==> src/inc/ccs_pkg.sv <==
// Constants and carrier types for the CPU clock switchover block
package ccs_pkg;

   // Register map, word index on the plain register port
   localparam logic [1:0] CCS_ADDR_CTRL   = 2'h0;  // Source select and divide code
   localparam logic [1:0] CCS_ADDR_MODE   = 2'h1;  // Main mode, ring stop, wait select
   localparam logic [1:0] CCS_ADDR_STATUS = 2'h2;  // Live state, read only

   // Field positions in the control word
   localparam int CCS_CTRL_DIV_LSB = 0;   // Divide code, 3 bits
   localparam int CCS_CTRL_CSS_BIT = 3;   // Subsystem source select
   // Field positions in the mode word
   localparam int CCS_MODE_MCM_BIT  = 0;  // Main clock mode bit
   localparam int CCS_MODE_RSTP_BIT = 1;  // Ring oscillator stop request
   localparam int CCS_MODE_WAIT_LSB = 2;  // Stabilization wait select, 3 bits
   // Field positions in the status word
   localparam int CCS_STAT_STABLE_BIT = 0; // Main crystal stabilized
   localparam int CCS_STAT_PEND_BIT   = 1; // Switchover still pending
   localparam int CCS_STAT_CLS_BIT    = 2; // CPU runs from subsystem clock
   localparam int CCS_STAT_MCS_BIT    = 3; // CPU runs from main crystal
   localparam int CCS_STAT_SUBOK_BIT  = 4; // Subsystem oscillator stable
   localparam int CCS_STAT_RING_BIT   = 5; // Ring oscillator running

   // Divide codes
   localparam logic [2:0] CCS_DIV_MAX = 3'h4;      // Largest legal code, divide by 16

   // Values after reset
   localparam logic       CCS_RST_CSS  = 1'h0;     // Start on a main source
   localparam logic       CCS_RST_MCM  = 1'h0;     // Start on the ring oscillator
   localparam logic [2:0] CCS_RST_DIV  = 3'h4;     // Slowest divide
   localparam logic [2:0] CCS_RST_WAIT = 3'h4;     // Wait select after reset

   // Stabilization wait, counted in main crystal periods
   localparam int          CCS_STAB_W     = 18;    // Counter width
   localparam int          CCS_WAIT_BASE  = 11;    // Select 0 waits 2^11 periods
   localparam logic [17:0] CCS_STAB_RESET = 18'h00400; // Wait after reset release, short enough to poll

   // Selection carried as one unit
   typedef struct packed
   {
      logic       subsys_source_select;   // Subsystem source select
      logic       mcm;   // Main clock mode bit
      logic [2:0] div;   // Divide code
   } ccs_sel_t;

   localparam ccs_sel_t CCS_RST_SEL = '{subsys_source_select: CCS_RST_CSS, mcm: CCS_RST_MCM, div: CCS_RST_DIV};

endpackage

==> src/logic/ccs_clock_switch.sv <==
// CPU clock source selection, division and glitch-free switchover
//
// Summary of operation
// - Switchover finishes within one old CPU clock
// - Divide change with return to crystal accepted
// - Wait select used only on interrupt wake
// - Ring stop honoured only when build option allows
//
// The implementer's own choices: the register offsets and the address-and-strobe port.
`timescale 1ns/1ps
`default_nettype none

module ccs_clock_switch
#(
   parameter bit RING_SW_STOP = 1'b1        // Build option: ring oscillator may be stopped
)
(
   input  wire logic       clk_sys_in,      // System clock, 250 MHz
   input  wire logic       reset_n_in,      // Asynchronous reset, active low
   input  wire logic [1:0] reg_addr_in,     // Register index
   input  wire logic [7:0] reg_wdata_in,    // Write data
   input  wire logic       reg_wr_in,       // Write strobe
   input  wire logic       reg_rd_in,       // Read strobe
   output logic      [7:0] reg_rdata_out,   // Read data, cycle after strobe
   input  wire logic       main_xtal_in,    // Main crystal clock pin
   input  wire logic       internal_ring_oscillator_in,     // Ring oscillator clock
   input  wire logic       subsys_osc_in,   // Subsystem clock pin
   input  wire logic       subsys_ok_in,    // Subsystem oscillator stable
   input  wire logic       stop_mode_in,    // CPU in stop mode
   input  wire logic       wake_irq_in,     // Stop exit caused by interrupt
   output logic            cpu_tick_out,    // CPU clock enable pulse
   output logic            ring_run_out,    // Ring oscillator enable
   output logic            xtal_stable_out  // Main crystal stabilized
);

   localparam int NSYNC = 4;  // Synchronised pins

   // Synchroniser chains and edge history
   logic [NSYNC-1:0] sync1_r;      // First stage, read only by second
   logic [NSYNC-1:0] sync2_r;      // Second stage
   logic [NSYNC-1:0] hist_r;       // Previous synchronised level
   logic [NSYNC-1:0] pin_raw;      // Raw pin bundle
   logic [NSYNC-1:0] rise;         // Rising edges

   assign pin_raw = {subsys_ok_in, subsys_osc_in, internal_ring_oscillator_in, main_xtal_in};

   // One two-stage synchroniser per pin
   genvar g;
   generate
      for (g = 0; g < NSYNC; g++)
      begin : g_sync
         always_ff @(posedge clk_sys_in or negedge reset_n_in)
         begin
            if (!reset_n_in)
            begin
               sync1_r[g] <= 1'b0;
               sync2_r[g] <= 1'b0;
               hist_r[g]  <= 1'b0;
            end
            else
            begin
               sync1_r[g] <= pin_raw[g];
               sync2_r[g] <= sync1_r[g];
               hist_r[g]  <= sync2_r[g];
            end
         end
         assign rise[g] = sync2_r[g] & ~hist_r[g];
      end
   endgenerate

   // Control and status state
   ccs_pkg::ccs_sel_t   act_r, act_nxt;     // Selection in use
   ccs_pkg::ccs_sel_t   prog_r, prog_nxt;   // Selection last written
   logic                pend_r, pend_nxt;   // Switchover awaiting old edge
   logic                rstop_r, rstop_nxt; // Ring stop request
   logic [2:0]          wsel_r, wsel_nxt;   // Stabilization wait select
   logic [3:0]          dcnt_r, dcnt_nxt;   // Divider count of source edges
   logic                tick_r, tick_nxt;   // CPU clock enable
   logic                ring_r, ring_nxt;   // Ring enable output
   logic [17:0]         scnt_r, scnt_nxt;   // Crystal periods since restart
   logic [17:0]         stgt_r, stgt_nxt;   // Current stabilization target
   logic                stab_r, stab_nxt;   // Crystal stable flag
   logic                stop_q_r;           // Stop mode, one cycle late
   logic [7:0]          rdat_r, rdat_nxt;   // Read data
   logic                src_tick;           // Edge of active source
   logic [3:0]          dlast;              // Last divider count
   logic                wake_evt;           // Interrupt wake on crystal

   // Edge of the source now in use
   always_comb
   begin
      if (act_r.subsys_source_select)
         src_tick = rise[2];                // Subsystem clock
      else if (act_r.mcm)
         src_tick = rise[0];                // Main crystal
      else
         src_tick = rise[1];                // Ring oscillator
      if (act_r.subsys_source_select || act_r.div > ccs_pkg::CCS_DIV_MAX)
         dlast = 4'h0;                      // No division on subsystem
      else
         dlast = 4'((5'h1 << act_r.div) - 5'h1);
   end

   assign wake_evt = stop_q_r && !stop_mode_in && wake_irq_in && !act_r.subsys_source_select && act_r.mcm;

   // Next-state logic
   always_comb
   begin
      act_nxt   = act_r;
      prog_nxt  = prog_r;
      pend_nxt  = pend_r;
      rstop_nxt = rstop_r;
      wsel_nxt  = wsel_r;
      dcnt_nxt  = dcnt_r;
      tick_nxt  = 1'b0;
      scnt_nxt  = scnt_r;
      stgt_nxt  = stgt_r;
      rdat_nxt  = 8'h00;
      // Divider on the active source
      if (src_tick)
      begin
         if (dcnt_r >= dlast)
         begin
            dcnt_nxt = 4'h0;
            tick_nxt = 1'b1;
         end
         else
            dcnt_nxt = dcnt_r + 4'h1;
      end
      // Commit pending selection on an old CPU edge; the new
      // source then starts a full divided period
      if (pend_r && tick_nxt)
      begin
         act_nxt  = prog_r;
         pend_nxt = 1'b0;
         dcnt_nxt = 4'h0;
      end
      // Register writes; a new write updates only its own fields of any pending selection
      if (reg_wr_in)
      begin
         if (reg_addr_in == ccs_pkg::CCS_ADDR_CTRL)
         begin
            // Source and divide taken together in one write
            prog_nxt.subsys_source_select = reg_wdata_in[ccs_pkg::CCS_CTRL_CSS_BIT];
            prog_nxt.div = reg_wdata_in[ccs_pkg::CCS_CTRL_DIV_LSB +: 3];
            pend_nxt     = 1'b1;
         end
         else if (reg_addr_in == ccs_pkg::CCS_ADDR_MODE)
         begin
            prog_nxt.mcm = reg_wdata_in[ccs_pkg::CCS_MODE_MCM_BIT];
            rstop_nxt    = reg_wdata_in[ccs_pkg::CCS_MODE_RSTP_BIT];
            wsel_nxt     = reg_wdata_in[ccs_pkg::CCS_MODE_WAIT_LSB +: 3];
            pend_nxt     = 1'b1;
         end
      end
      // Crystal stabilization count, saturating
      if (rise[0] && scnt_r != 18'h3ffff)
         scnt_nxt = scnt_r + 18'h00001;
      // Wait select applies only on interrupt wake from stop on crystal
      if (wake_evt)
      begin
         scnt_nxt = 18'h00000;
         stgt_nxt = 18'h00001 << (ccs_pkg::CCS_WAIT_BASE + int'(wsel_r));
      end
      stab_nxt = (scnt_nxt >= stgt_nxt);
      // Ring stop honoured only with the build option and crystal in use
      ring_nxt = !(RING_SW_STOP && rstop_nxt && act_nxt.mcm && !act_nxt.subsys_source_select);
      // Read data for the next cycle
      if (reg_rd_in)
      begin
         if (reg_addr_in == ccs_pkg::CCS_ADDR_CTRL)
            rdat_nxt = {4'h0, prog_r.subsys_source_select, prog_r.div};
         else if (reg_addr_in == ccs_pkg::CCS_ADDR_MODE)
            rdat_nxt = {3'h0, wsel_r, rstop_r, prog_r.mcm};
         else if (reg_addr_in == ccs_pkg::CCS_ADDR_STATUS)
            rdat_nxt = {2'h0, ring_r, sync2_r[3], act_r.mcm & ~act_r.subsys_source_select,
                        act_r.subsys_source_select, pend_r, stab_r};
         else
            rdat_nxt = 8'h00;               // Unmapped reads as zero
      end
   end

   // State registers
   always_ff @(posedge clk_sys_in or negedge reset_n_in)
   begin
      if (!reset_n_in)
      begin
         act_r    <= ccs_pkg::CCS_RST_SEL;
         prog_r   <= ccs_pkg::CCS_RST_SEL;
         pend_r   <= 1'b0;
         rstop_r  <= 1'b0;
         wsel_r   <= ccs_pkg::CCS_RST_WAIT;
         dcnt_r   <= 4'h0;
         tick_r   <= 1'b0;
         ring_r   <= 1'b1;
         scnt_r   <= 18'h00000;
         stgt_r   <= ccs_pkg::CCS_STAB_RESET;
         stab_r   <= 1'b0;
         stop_q_r <= 1'b0;
         rdat_r   <= 8'h00;
      end
      else
      begin
         act_r    <= act_nxt;
         prog_r   <= prog_nxt;
         pend_r   <= pend_nxt;
         rstop_r  <= rstop_nxt;
         wsel_r   <= wsel_nxt;
         dcnt_r   <= dcnt_nxt;
         tick_r   <= tick_nxt;
         ring_r   <= ring_nxt;
         scnt_r   <= scnt_nxt;
         stgt_r   <= stgt_nxt;
         stab_r   <= stab_nxt;
         stop_q_r <= stop_mode_in;
         rdat_r   <= rdat_nxt;
      end
   end

   assign cpu_tick_out    = tick_r;
   assign ring_run_out    = ring_r;
   assign xtal_stable_out = stab_r;
   assign reg_rdata_out   = rdat_r;
endmodule // ccs_clock_switch

`default_nettype wire

==> config.mk <==
export PLATFORM = sky130hd
export DESIGN_NAME = ccs_clock_switch
export DESIGN_NICKNAME = d
export VERILOG_FILES = /design/src/inc/ccs_pkg.sv /design/src/logic/ccs_clock_switch.sv
export SDC_FILE = /design/constraint.sdc
export NUM_CORES = 1
export LEC_CHECK = 0
export BUFFER_PORTS_ARGS = -buffer_cell sky130_fd_sc_hd__clkbuf_2
export CORE_UTILIZATION = 50
export CTS_BUF_LIST = sky130_fd_sc_hd__clkbuf_2 sky130_fd_sc_hd__clkbuf_4 sky130_fd_sc_hd__clkbuf_8
export CTS_CLUSTER_SIZE = 14
export DETAILED_ROUTE_END_ITERATION = 8
export HOLD_SLACK_MARGIN = 0.02
export PLACE_DENSITY = 0.68
export SLEW_MARGIN = 20
export SYNTH_ARGS = -nofsm -noshare
export SYNTH_HDL_FRONTEND = slang
export SYNTH_SLANG_ARGS = --single-unit
export TNS_END_PERCENT = 50
==> constraint.sdc <==
create_clock -name clk_sys_in -period 4.47 [get_ports clk_sys_in]
set_clock_uncertainty 0.05 [all_clocks]
set_input_delay 0 -clock clk_sys_in [delete_from_list [all_inputs] [get_ports clk_sys_in]]
set_output_delay 0 -clock clk_sys_in [all_outputs]
set_load 0.03 [all_outputs]
==> out/qor.yml, run 1 <==
cells_and_area:
  area_growth_pct: 13.3
  antenna_cells: 0
  final_cell_count_no_fill: 510
  nets: 449
  drive_gt1_share_pct: 20.6
  final_cell_mix: "dfrtp_1 (71), nand2_1 (39), ha_1 (26)"
  layout_commonest_cell: "dfrtp_1"
global_routing:
  grt_overflow: 0
  grt_pass1_vias: 2664
  grt_pass1_wl_um: 12700
  grt_use_total_pct: 19.6
  grt_max_degree: 77
  antenna_found_initial: 0
power_and_ir_drop:
  p_int_mw: 1.65
  switching_share_pct: 37.4
  p_leak_nw: 2.18
  peakVddDrop_uv: 266
  power_frac_comb_pct: 38.8
  power_frac_seq_pct: 39.8
  power.switching_uw: 986
  clockPowerShare_pct: 21.4
  power_density_mw_per_mm2: 580
setup_path:
  critPathKind: "flip-flop to flip-flop"
  crit_path_cell_trace: "and2b_4 -> nand4b_4 -> o31ai_1 -> ha_1 -> or3b_1 -> o2111ai_1 -> nand3_1 -> a211oi_1 -> o41ai_1"
  r2r-start: "act_r[4]$_DFF_PN0_"
  start_kind: "flip-flop"
  required_ps: 4640
  crit_path_max_incr_delay_ps: 500
  critPathSlowestCell: "dfrtp_1"
  crit_fanout: 37
  cp.arrival_ps: 3510
  endpoint_kind: "flip-flop"
  cp-startpoint: "act_r[4]$_DFF_PN0_"
cts:
  clk_pin_slew_ps: 80
  cts_buffers: 9
  insertion_delay_ps: 340
  cts_sinks: 76
  htree_levels: 3
  clock_path_buffers: 2
  root_buffer: "clkbuf_8"
  cts_tree: "done"
die:
  core_mm2: 0.00773
  start_util_pct: 51.9
  dieArea_mm2: 0.00839
  core.rowCount: 32
  ioPinCount: 31
  dieHeight_um: 91.6
  die_x_um: 91.6
sta:
  fin_crit_ps: 3350
  worstMarginPinSlew_ps: 945
  fin_hold_ws_ps: 35.3
  maxSlewViolCount: 0
  setup_viol: 0
  rsz0062_at_grt: "false"
  max_freq_ghz: 0.299
  finalCritPeriodShare_pct: 74.9
  slew_headroom_pct: 37.0
  final.setup.tns_ps: 0
  hold_viol_final: 0
detailed_routing:
  drt_wl_total_um: 7550
  drtIter0Drc: 78
  firstDrtPassIters: 4
  avgViaCountPerCell: 5.47
  drc: 0
  dr_total_vias: 2791
  wl_per_cell_um: 14.8
  ant_nets: 0
synth:
  netlist_area_mm2: 0.00401
  synthFlopType: "dfrtp_1"
  synthCells: 364
  ys_types: 66
  ys.warnings.count: 0
  synth_edf_count: 0
  ys_seq_area_share_pct: 47.6
  postSynth.asyncResetShare_pct: 100
  ys_ff_latch: 76
  synth_area_per_cell_um2: 11.0
place:
  gp_congestion: 0.789
  dp_hpwl_um: 5390
  place_inst: 481
  io_buffers: 25
min_path:
  worstHoldPathType: "primary input to flip-flop"
  worstHoldStart: "reg_addr_in[0]"
outcome:
  status: "completed"
job:
  drv_cap: 0
## final timing paths
check	endpoint	slack [ps]	cells after the start
worst min-delay path	reg_rdata_out[5]$_DFF_PN0_	40	3
min in group asynchronous	scnt_r[8]$_DFF_PN0_	290	2
worst min register to register	sync2_r[0]$_DFF_PN0_	300	0
worst max-delay path	xtal_stable_out$_DFF_PN0_	1120	9
worst max register to register	xtal_stable_out$_DFF_PN0_	1120	9
max in group asynchronous	wsel_r[1]$_DFFE_PN0P_	3460	2
## cells in the mapped netlist, types with 6 or more instances
cell	instances	area, um2
a21oi_1	12	60.1
dfrtp_1	71	1780
ha_1	26	325
inv_1	21	78.8
mux2_2	10	113
mux2i_1	7	70.1
nand2_1	39	146
nand2b_1	6	37.5
nand3_1	9	45.0
nor2_1	22	82.6
nor2b_1	6	37.5
nor3_1	7	35.0
o21ai_0	12	60.1
o31a_1	14	123
xnor2_1	12	105
## metal layers
metal  track usage, %  wire length (um)
met3             3.85               166
met4             6.35                75
met2             31.5              3560
met1             26.7              3750
met5                0                 0
## worst max-delay path: cells and delay by family (launching register included)
family,cells,cell delay (ps)
simple gates,4,1300
compound gates,4,1060
flops,1,500
fa+ha+maj,1,300
## power by group through the flow
stage | clock network, mW | logic [mW] | registers, mW
finish | 0.563 | 1.02 | 1.05
global route | 0.610 | 1.16 | 1.08
CTS | 0.575 | 1.03 | 1.05
floorplan | 0 | 0.793 | 1.04
detailed placement | 0 | 1.02 | 1.06
global placement | 0 | 0.981 | 1.05
## metrics by stage
step,worst slack (ps),area (um2),total power [mW],utilization (%)
2_1_floorplan,1580,4020,1.83,-
3_3_place_gp,1170,4200,2.03,54.4
3_5_place_dp,1110,4200,2.07,54.4
4_1_cts,1080,4550,2.65,58.8
5_1_grt,904,4550,2.84,58.8
6_report,1120,4550,2.64,58.8
## flip-flops by register name, summed over array words and instances, names as in the netlist
signal	flops
act_r	5
cpu_tick_out	1
dcnt_r	4
hist_r	3
pend_r	1
prog_r	5
reg_rdata_out	6
ring_run_out	1
rstop_r	1
scnt_r	18
stgt_r	18
stop_q_r	1
sync1_r	4
sync2_r	4
wsel_r	3
xtal_stable_out	1
## repair_timing
action	in CTS	in global routing
setup buffers	0	0
endpoints found under the hold margin	93	0
hold buffers	13	0
gates resized for setup	0	0
## kinds of logic (layout without fill, tap and decap cells)
group | count (synthesis) | after routing | share of synthesized area (%)
adder cells (fa/ha/maj) | 26 | 26 | 8.11
XOR/XNOR | 12 | 12 | 2.62
AND/OR/NAND/NOR | 129 | 129 | 18.7
AO/OA/AOI/OAI | 65 | 65 | 12.7
multiplexers | 22 | 22 | 6.43
buffers and inverters | 33 | 76 | 3.81
flip-flops | 76 | 76 | 47.6
other | 1 | 2 | 0.0935
## cell type report
class / count / area [um2]
Clock buffer: 9 / 124
Clock inverter: 7 / 91.3
Fill cell: 652 / 3180
Inverter: 22 / 82.6
Multi-Input combinational cell: 256 / 1950
Sequential cell: 76 / 1910
Tap cell: 102 / 128
Timing Repair Buffer: 38 / 258
No activity file was read; power rests on OpenSTA's default activity.
==> run 2: changes to the inputs <==
--- a/config.mk
+++ b/config.mk
@@ -11,7 +11,7 @@
 export CTS_CLUSTER_SIZE = 14
 export DETAILED_ROUTE_END_ITERATION = 8
 export HOLD_SLACK_MARGIN = 0.02
-export PLACE_DENSITY = 0.68
+export PLACE_DENSITY = 0.71
 export SLEW_MARGIN = 20
 export SYNTH_ARGS = -nofsm -noshare
 export SYNTH_HDL_FRONTEND = slang
==> constraint.sdc (replaced) <==
create_clock -name clk_sys_in -period 3 [get_ports clk_sys_in]
set_clock_uncertainty 0.05 [all_clocks]
set_input_delay 0 -clock clk_sys_in [delete_from_list [all_inputs] [get_ports clk_sys_in]]
set_output_delay 0 -clock clk_sys_in [all_outputs]
set_load 0.03 [all_outputs]
==> out/qor.yml, run 2 (synthesis gave the netlist of run 1 again) <==
detailed_routing:
  firstDrtPassIters: 6
  dr_total_vias: 2874
  wl_met3_um: 191
  top_layer: "met4"
  drtIter0Drc: 133
  wl_per_cell_um: 15.3
  drt_wl_total_um: 8170
  ant_nets: 0
  wl_met1_um: 3940
  avgViaCountPerCell: 5.37
  drc: 0
  wl_met2_um: 3930
setup_path:
  endpoint_kind: "flip-flop"
  crit_fanout: 6
  critPathKind: "flip-flop to flip-flop"
  start_kind: "flip-flop"
  cp.arrival_ps: 3150
  required_ps: 3190
  crit_path_max_incr_delay_ps: 470
  critPathSlowestCell: "or4b_4"
  crit_path_cell_trace: "or3_4 -> ha_4 -> or4b_4 -> a21o_1 -> ha_1 -> o21a_1 -> nor2_4 -> a211oi_4 -> nand2_4 -> mux2_4"
cells_and_area:
  nets: 474
  final_area_mm2: 0.00484
  area_growth_pct: 20.6
  layout_commonest_cell: "dfrtp_1"
  drive_gt1_share_pct: 28.2
  final_cell_mix: "dfrtp_1 (71), nand2_1 (38), clkbuf_2 (24)"
  antenna_cells: 0
cts:
  clk_pin_slew_ps: 90
  cts_tree: "done"
  htree_levels: 3
  root_buffer: "clkbuf_8"
  cts_buffers: 9
  cts_sinks: 76
  clock_path_buffers: 2
  insertion_delay_ps: 350
global_routing:
  grt_pass1_vias: 2885
  antenna_found_initial: 0
  grt_max_degree: 77
  grt_pass1_wl_um: 13800
  grt_use_total_pct: 21.4
  grt_overflow: 0
place:
  pre_cts_ws_ps: -55.1
  io_buffers: 25
  placedInstanceArea_mm2: 0.00434
  dp_hpwl_um: 5730
  gp_congestion: 0.826
sta:
  final.setup.tns_ps: 0
  hold_viol_final: 0
  fin_crit_ps: 2960
  finalCritPeriodShare_pct: 98.6
  slew_headroom_pct: 37.5
  final.setup.worst_slack_ps: 42.2
  worstMarginPinSlew_ps: 937
  fin_hold_ws_ps: 62.7
  setup_viol: 0
  max_freq_ghz: 0.338
  rsz0062_at_grt: "true"
  maxSlewViolCount: 0
outcome:
  status: "completed"
die:
  ioPinCount: 31
  dieArea_mm2: 0.00839
  core_mm2: 0.00773
  start_util_pct: 51.9
  die_x_um: 91.6
  dieHeight_um: 91.6
  core.rowCount: 32
power_and_ir_drop:
  power_density_mw_per_mm2: 879
  peakVddDrop_uv: 451
  p_total_mw: 4.25
  p_leak_nw: 2.31
min_path:
  worstHoldPathType: "primary input to flip-flop"
job:
  drv_cap: 0
-- run 2: what timing repair did --
action / CTS / global route
endpoints found under the hold margin: 93 / 0
pin swaps: 2 / 3
gates resized for setup: 7 / 12
hold buffers: 15 / 0
setup endpoints to repair: 7 / 10
setup buffers: 1 / 5
-- run 2: layout make-up --
class	count	area (um2)
multi-input combinational	256	2050
clock buffer	10	138
clock inverter	6	70.1
fill	606	2890
inverter	22	82.6
timing repair buffer	63	463
tap	102	128
sequential	76	1910
-- run 2: stage by stage --
| step | utilization, % | instances |
|---|---|---|
| after detailed placement | 56.2 | 498 |
| after CTS | 61.4 | 530 |
| after floorplan | - | 365 |
| after global routing | 62.6 | 535 |
| final | 62.6 | 535 |
| after global placement | 56.2 | 498 |
-- run 2: final timing paths --
kind / slack, ps / depth (start not counted) / to / startpoint
max: 40 / 10 / act_r[4]$_DFF_PN0_ / act_r[2]$_DFFE_PN1P_
min: 60 / 3 / pend_r$_DFF_PN0_ / reg_addr_in[1]
max reg2reg: 40 / 10 / act_r[4]$_DFF_PN0_ / act_r[2]$_DFFE_PN1P_
min reg2reg: 310 / 0 / sync2_r[1]$_DFF_PN0_ / sync1_r[1]$_DFF_PN0_
max in group asynchronous: 2010 / 2 / xtal_stable_out$_DFF_PN0_ / reset_n_in
min in group asynchronous: 280 / 2 / scnt_r[7]$_DFF_PN0_ / reset_n_in
-- run 2: power by group --
group / leakage [nW] / internal, mW / switching [mW]
logic: 1.26 / 0.899 / 1.02
registers: 0.953 / 1.30 / 0.229
clock network: 0.0955 / 0.412 / 0.391
-- run 2: metal layers --
metal,vias up,global-route usage (%)
met3,6,4.19
met5,-,0
met4,0,8.07
met1,1400,29.0
li1,1435,-
met2,33,34.2
-- run 2: worst max-delay path: cells and delay by family (launching register included) --
family	cells	cell delay, ps
flops	1	400
fa+ha+maj	2	430
simple gates	4	1050
mux	1	310
compound gates	3	580
==> run 3: changes to the inputs <==
--- a/config.mk
+++ b/config.mk
@@ -12,6 +12,7 @@
 export DETAILED_ROUTE_END_ITERATION = 8
 export HOLD_SLACK_MARGIN = 0.02
 export PLACE_DENSITY = 0.71
+export SETUP_SLACK_MARGIN = 0.4
 export SLEW_MARGIN = 20
 export SYNTH_ARGS = -nofsm -noshare
 export SYNTH_HDL_FRONTEND = slang
==> out/qor.yml, run 3 (synthesis gave the netlist of run 1 again) <==
detailed_routing:
  wl_per_cell_um: 15.3
  firstDrtPassIters: 4
  wl_met2_um: 3920
  top_layer: "met4"
  wl_met1_um: 4020
  drc: 0
  drtIter0Drc: 123
  dr_total_vias: 2912
  drt_wl_total_um: 8280
  avgViaCountPerCell: 5.38
  wl_met3_um: 214
  ant_nets: 0
die:
  core_mm2: 0.00773
  start_util_pct: 51.9
  dieArea_mm2: 0.00839
  dieHeight_um: 91.6
  ioPinCount: 31
  die_x_um: 91.6
  core.rowCount: 32
setup_path:
  start_kind: "flip-flop"
  endpoint_kind: "flip-flop"
  crit_path_cell_trace: "ha_4 -> nand2_2 -> nor3_4 -> a21boi_2 -> xnor2_1 -> or2_1 -> ha_1 -> or3b_1 -> o2111ai_1 -> nand3_1 -> a211oi_2 -> o41ai_1"
  cp.arrival_ps: 3120
  crit_fanout: 3
  crit_path_max_incr_delay_ps: 460
  critPathKind: "flip-flop to flip-flop"
  critPathSlowestCell: "dfrtp_1"
  required_ps: 3190
sta:
  rsz0062_at_grt: "true"
  hold_viol_final: 0
  slew_headroom_pct: 36.8
  max_freq_ghz: 0.342
  maxSlewViolCount: 0
  worstMarginPinSlew_ps: 947
  final.setup.tns_ps: 0
  finalCritPeriodShare_pct: 97.5
  fin_crit_ps: 2930
  setup_viol: 0
cts:
  clk_pin_slew_ps: 90
  cts_buffers: 9
  root_buffer: "clkbuf_8"
  cts_tree: "done"
  cts_sinks: 76
  clock_path_buffers: 2
  htree_levels: 3
  insertion_delay_ps: 360
power_and_ir_drop:
  power_density_mw_per_mm2: 873
  p_leak_nw: 2.34
  peakVddDrop_uv: 470
cells_and_area:
  layout_commonest_cell: "dfrtp_1"
  final_core_util_pct: 63.3
  area_growth_pct: 21.9
  drive_gt1_share_pct: 29.4
  antenna_cells: 0
  final_cell_mix: "dfrtp_1 (71), nand2_1 (38), buf_4 (29)"
  nets: 480
global_routing:
  grt_pass1_vias: 2823
  grt_overflow: 0
  grt_max_degree: 77
  grt_pass1_wl_um: 13700
  grt_use_total_pct: 21.1
  antenna_found_initial: 0
outcome:
  status: "completed"
place:
  io_buffers: 25
  dp_hpwl_um: 5670
  gp_congestion: 0.824
job:
  drv_cap: 0
min_path:
  worstHoldPathType: "primary input to flip-flop"
## run 3: layout make-up
type	count	area, um2
fillers	605	2840
clock buffers	9	124
multi-input cells	256	2060
flip-flops and latches	76	1910
inverters	22	82.6
repair buffers	69	499
well taps	102	128
clock inverters	7	90.1
## run 3: worst max-delay path: cells and delay by family (launching register included)
family | cells | cell delay (ps)
xor gates and xnor gates | 1 | 160
DFF | 1 | 460
and+or+nand+nor | 5 | 1050
AOI/OAI and AO/OA | 4 | 630
adders and majority gates | 2 | 460
## run 3: worst paths after layout
check	from	end	slack [ps]	depth (start not counted)
worst max register to register	scnt_r[0]$_DFF_PN0_	xtal_stable_out$_DFF_PN0_	70	12
worst max-delay path	scnt_r[0]$_DFF_PN0_	xtal_stable_out$_DFF_PN0_	70	12
worst min-delay path	wake_irq_in	stgt_r[0]$_DFF_PN0_	40	3
min in group asynchronous	reset_n_in	scnt_r[7]$_DFF_PN0_	270	2
worst min register to register	sync1_r[2]$_DFF_PN0_	sync2_r[2]$_DFF_PN0_	310	0
max in group asynchronous	reset_n_in	stgt_r[12]$_DFF_PN0_	2010	2
## run 3: repair_timing
item,4_1_cts,5_1_grt
hold endpoints to repair,93,0
hold buffers,15,0
resized for setup,8,10
buffers inserted,3,11
pin swaps,2,9
gates cloned,0,0
endpoints found under the setup margin,13,13
## run 3: report_power, final
group	switching, mW	internal (mW)	total (mW)
logic	0.993	0.892	1.89
registers	0.234	1.30	1.54
clock network	0.438	0.409	0.847
## run 3: layer usage
layer | up-vias | global-route usage (%)
met4 | 0 | 7.80
met2 | 45 | 34.0
met3 | 12 | 3.43
li1 | 1430 | -
met1 | 1425 | 28.7
met5 | - | 0
## run 3: per-stage QoR
| stage | cell area (um2) | power [mW] | std cells | setup slack (ps) | hold WS, ps |
|---|---|---|---|---|---|
| finish | 4890 | 4.27 | 541 | 74.1 | 36.8 |
| global route | 4890 | 4.58 | 541 | -25.4 | 36.7 |
| CTS | 4760 | 4.19 | 530 | 97.9 | 31.7 |
| detailed placement | 4340 | 3.20 | 496 | -21.5 | 60.9 |
| global placement | 4340 | 3.11 | 496 | 81.9 | 57.6 |
| floorplan | 4040 | 2.75 | 365 | 205 | -346 |
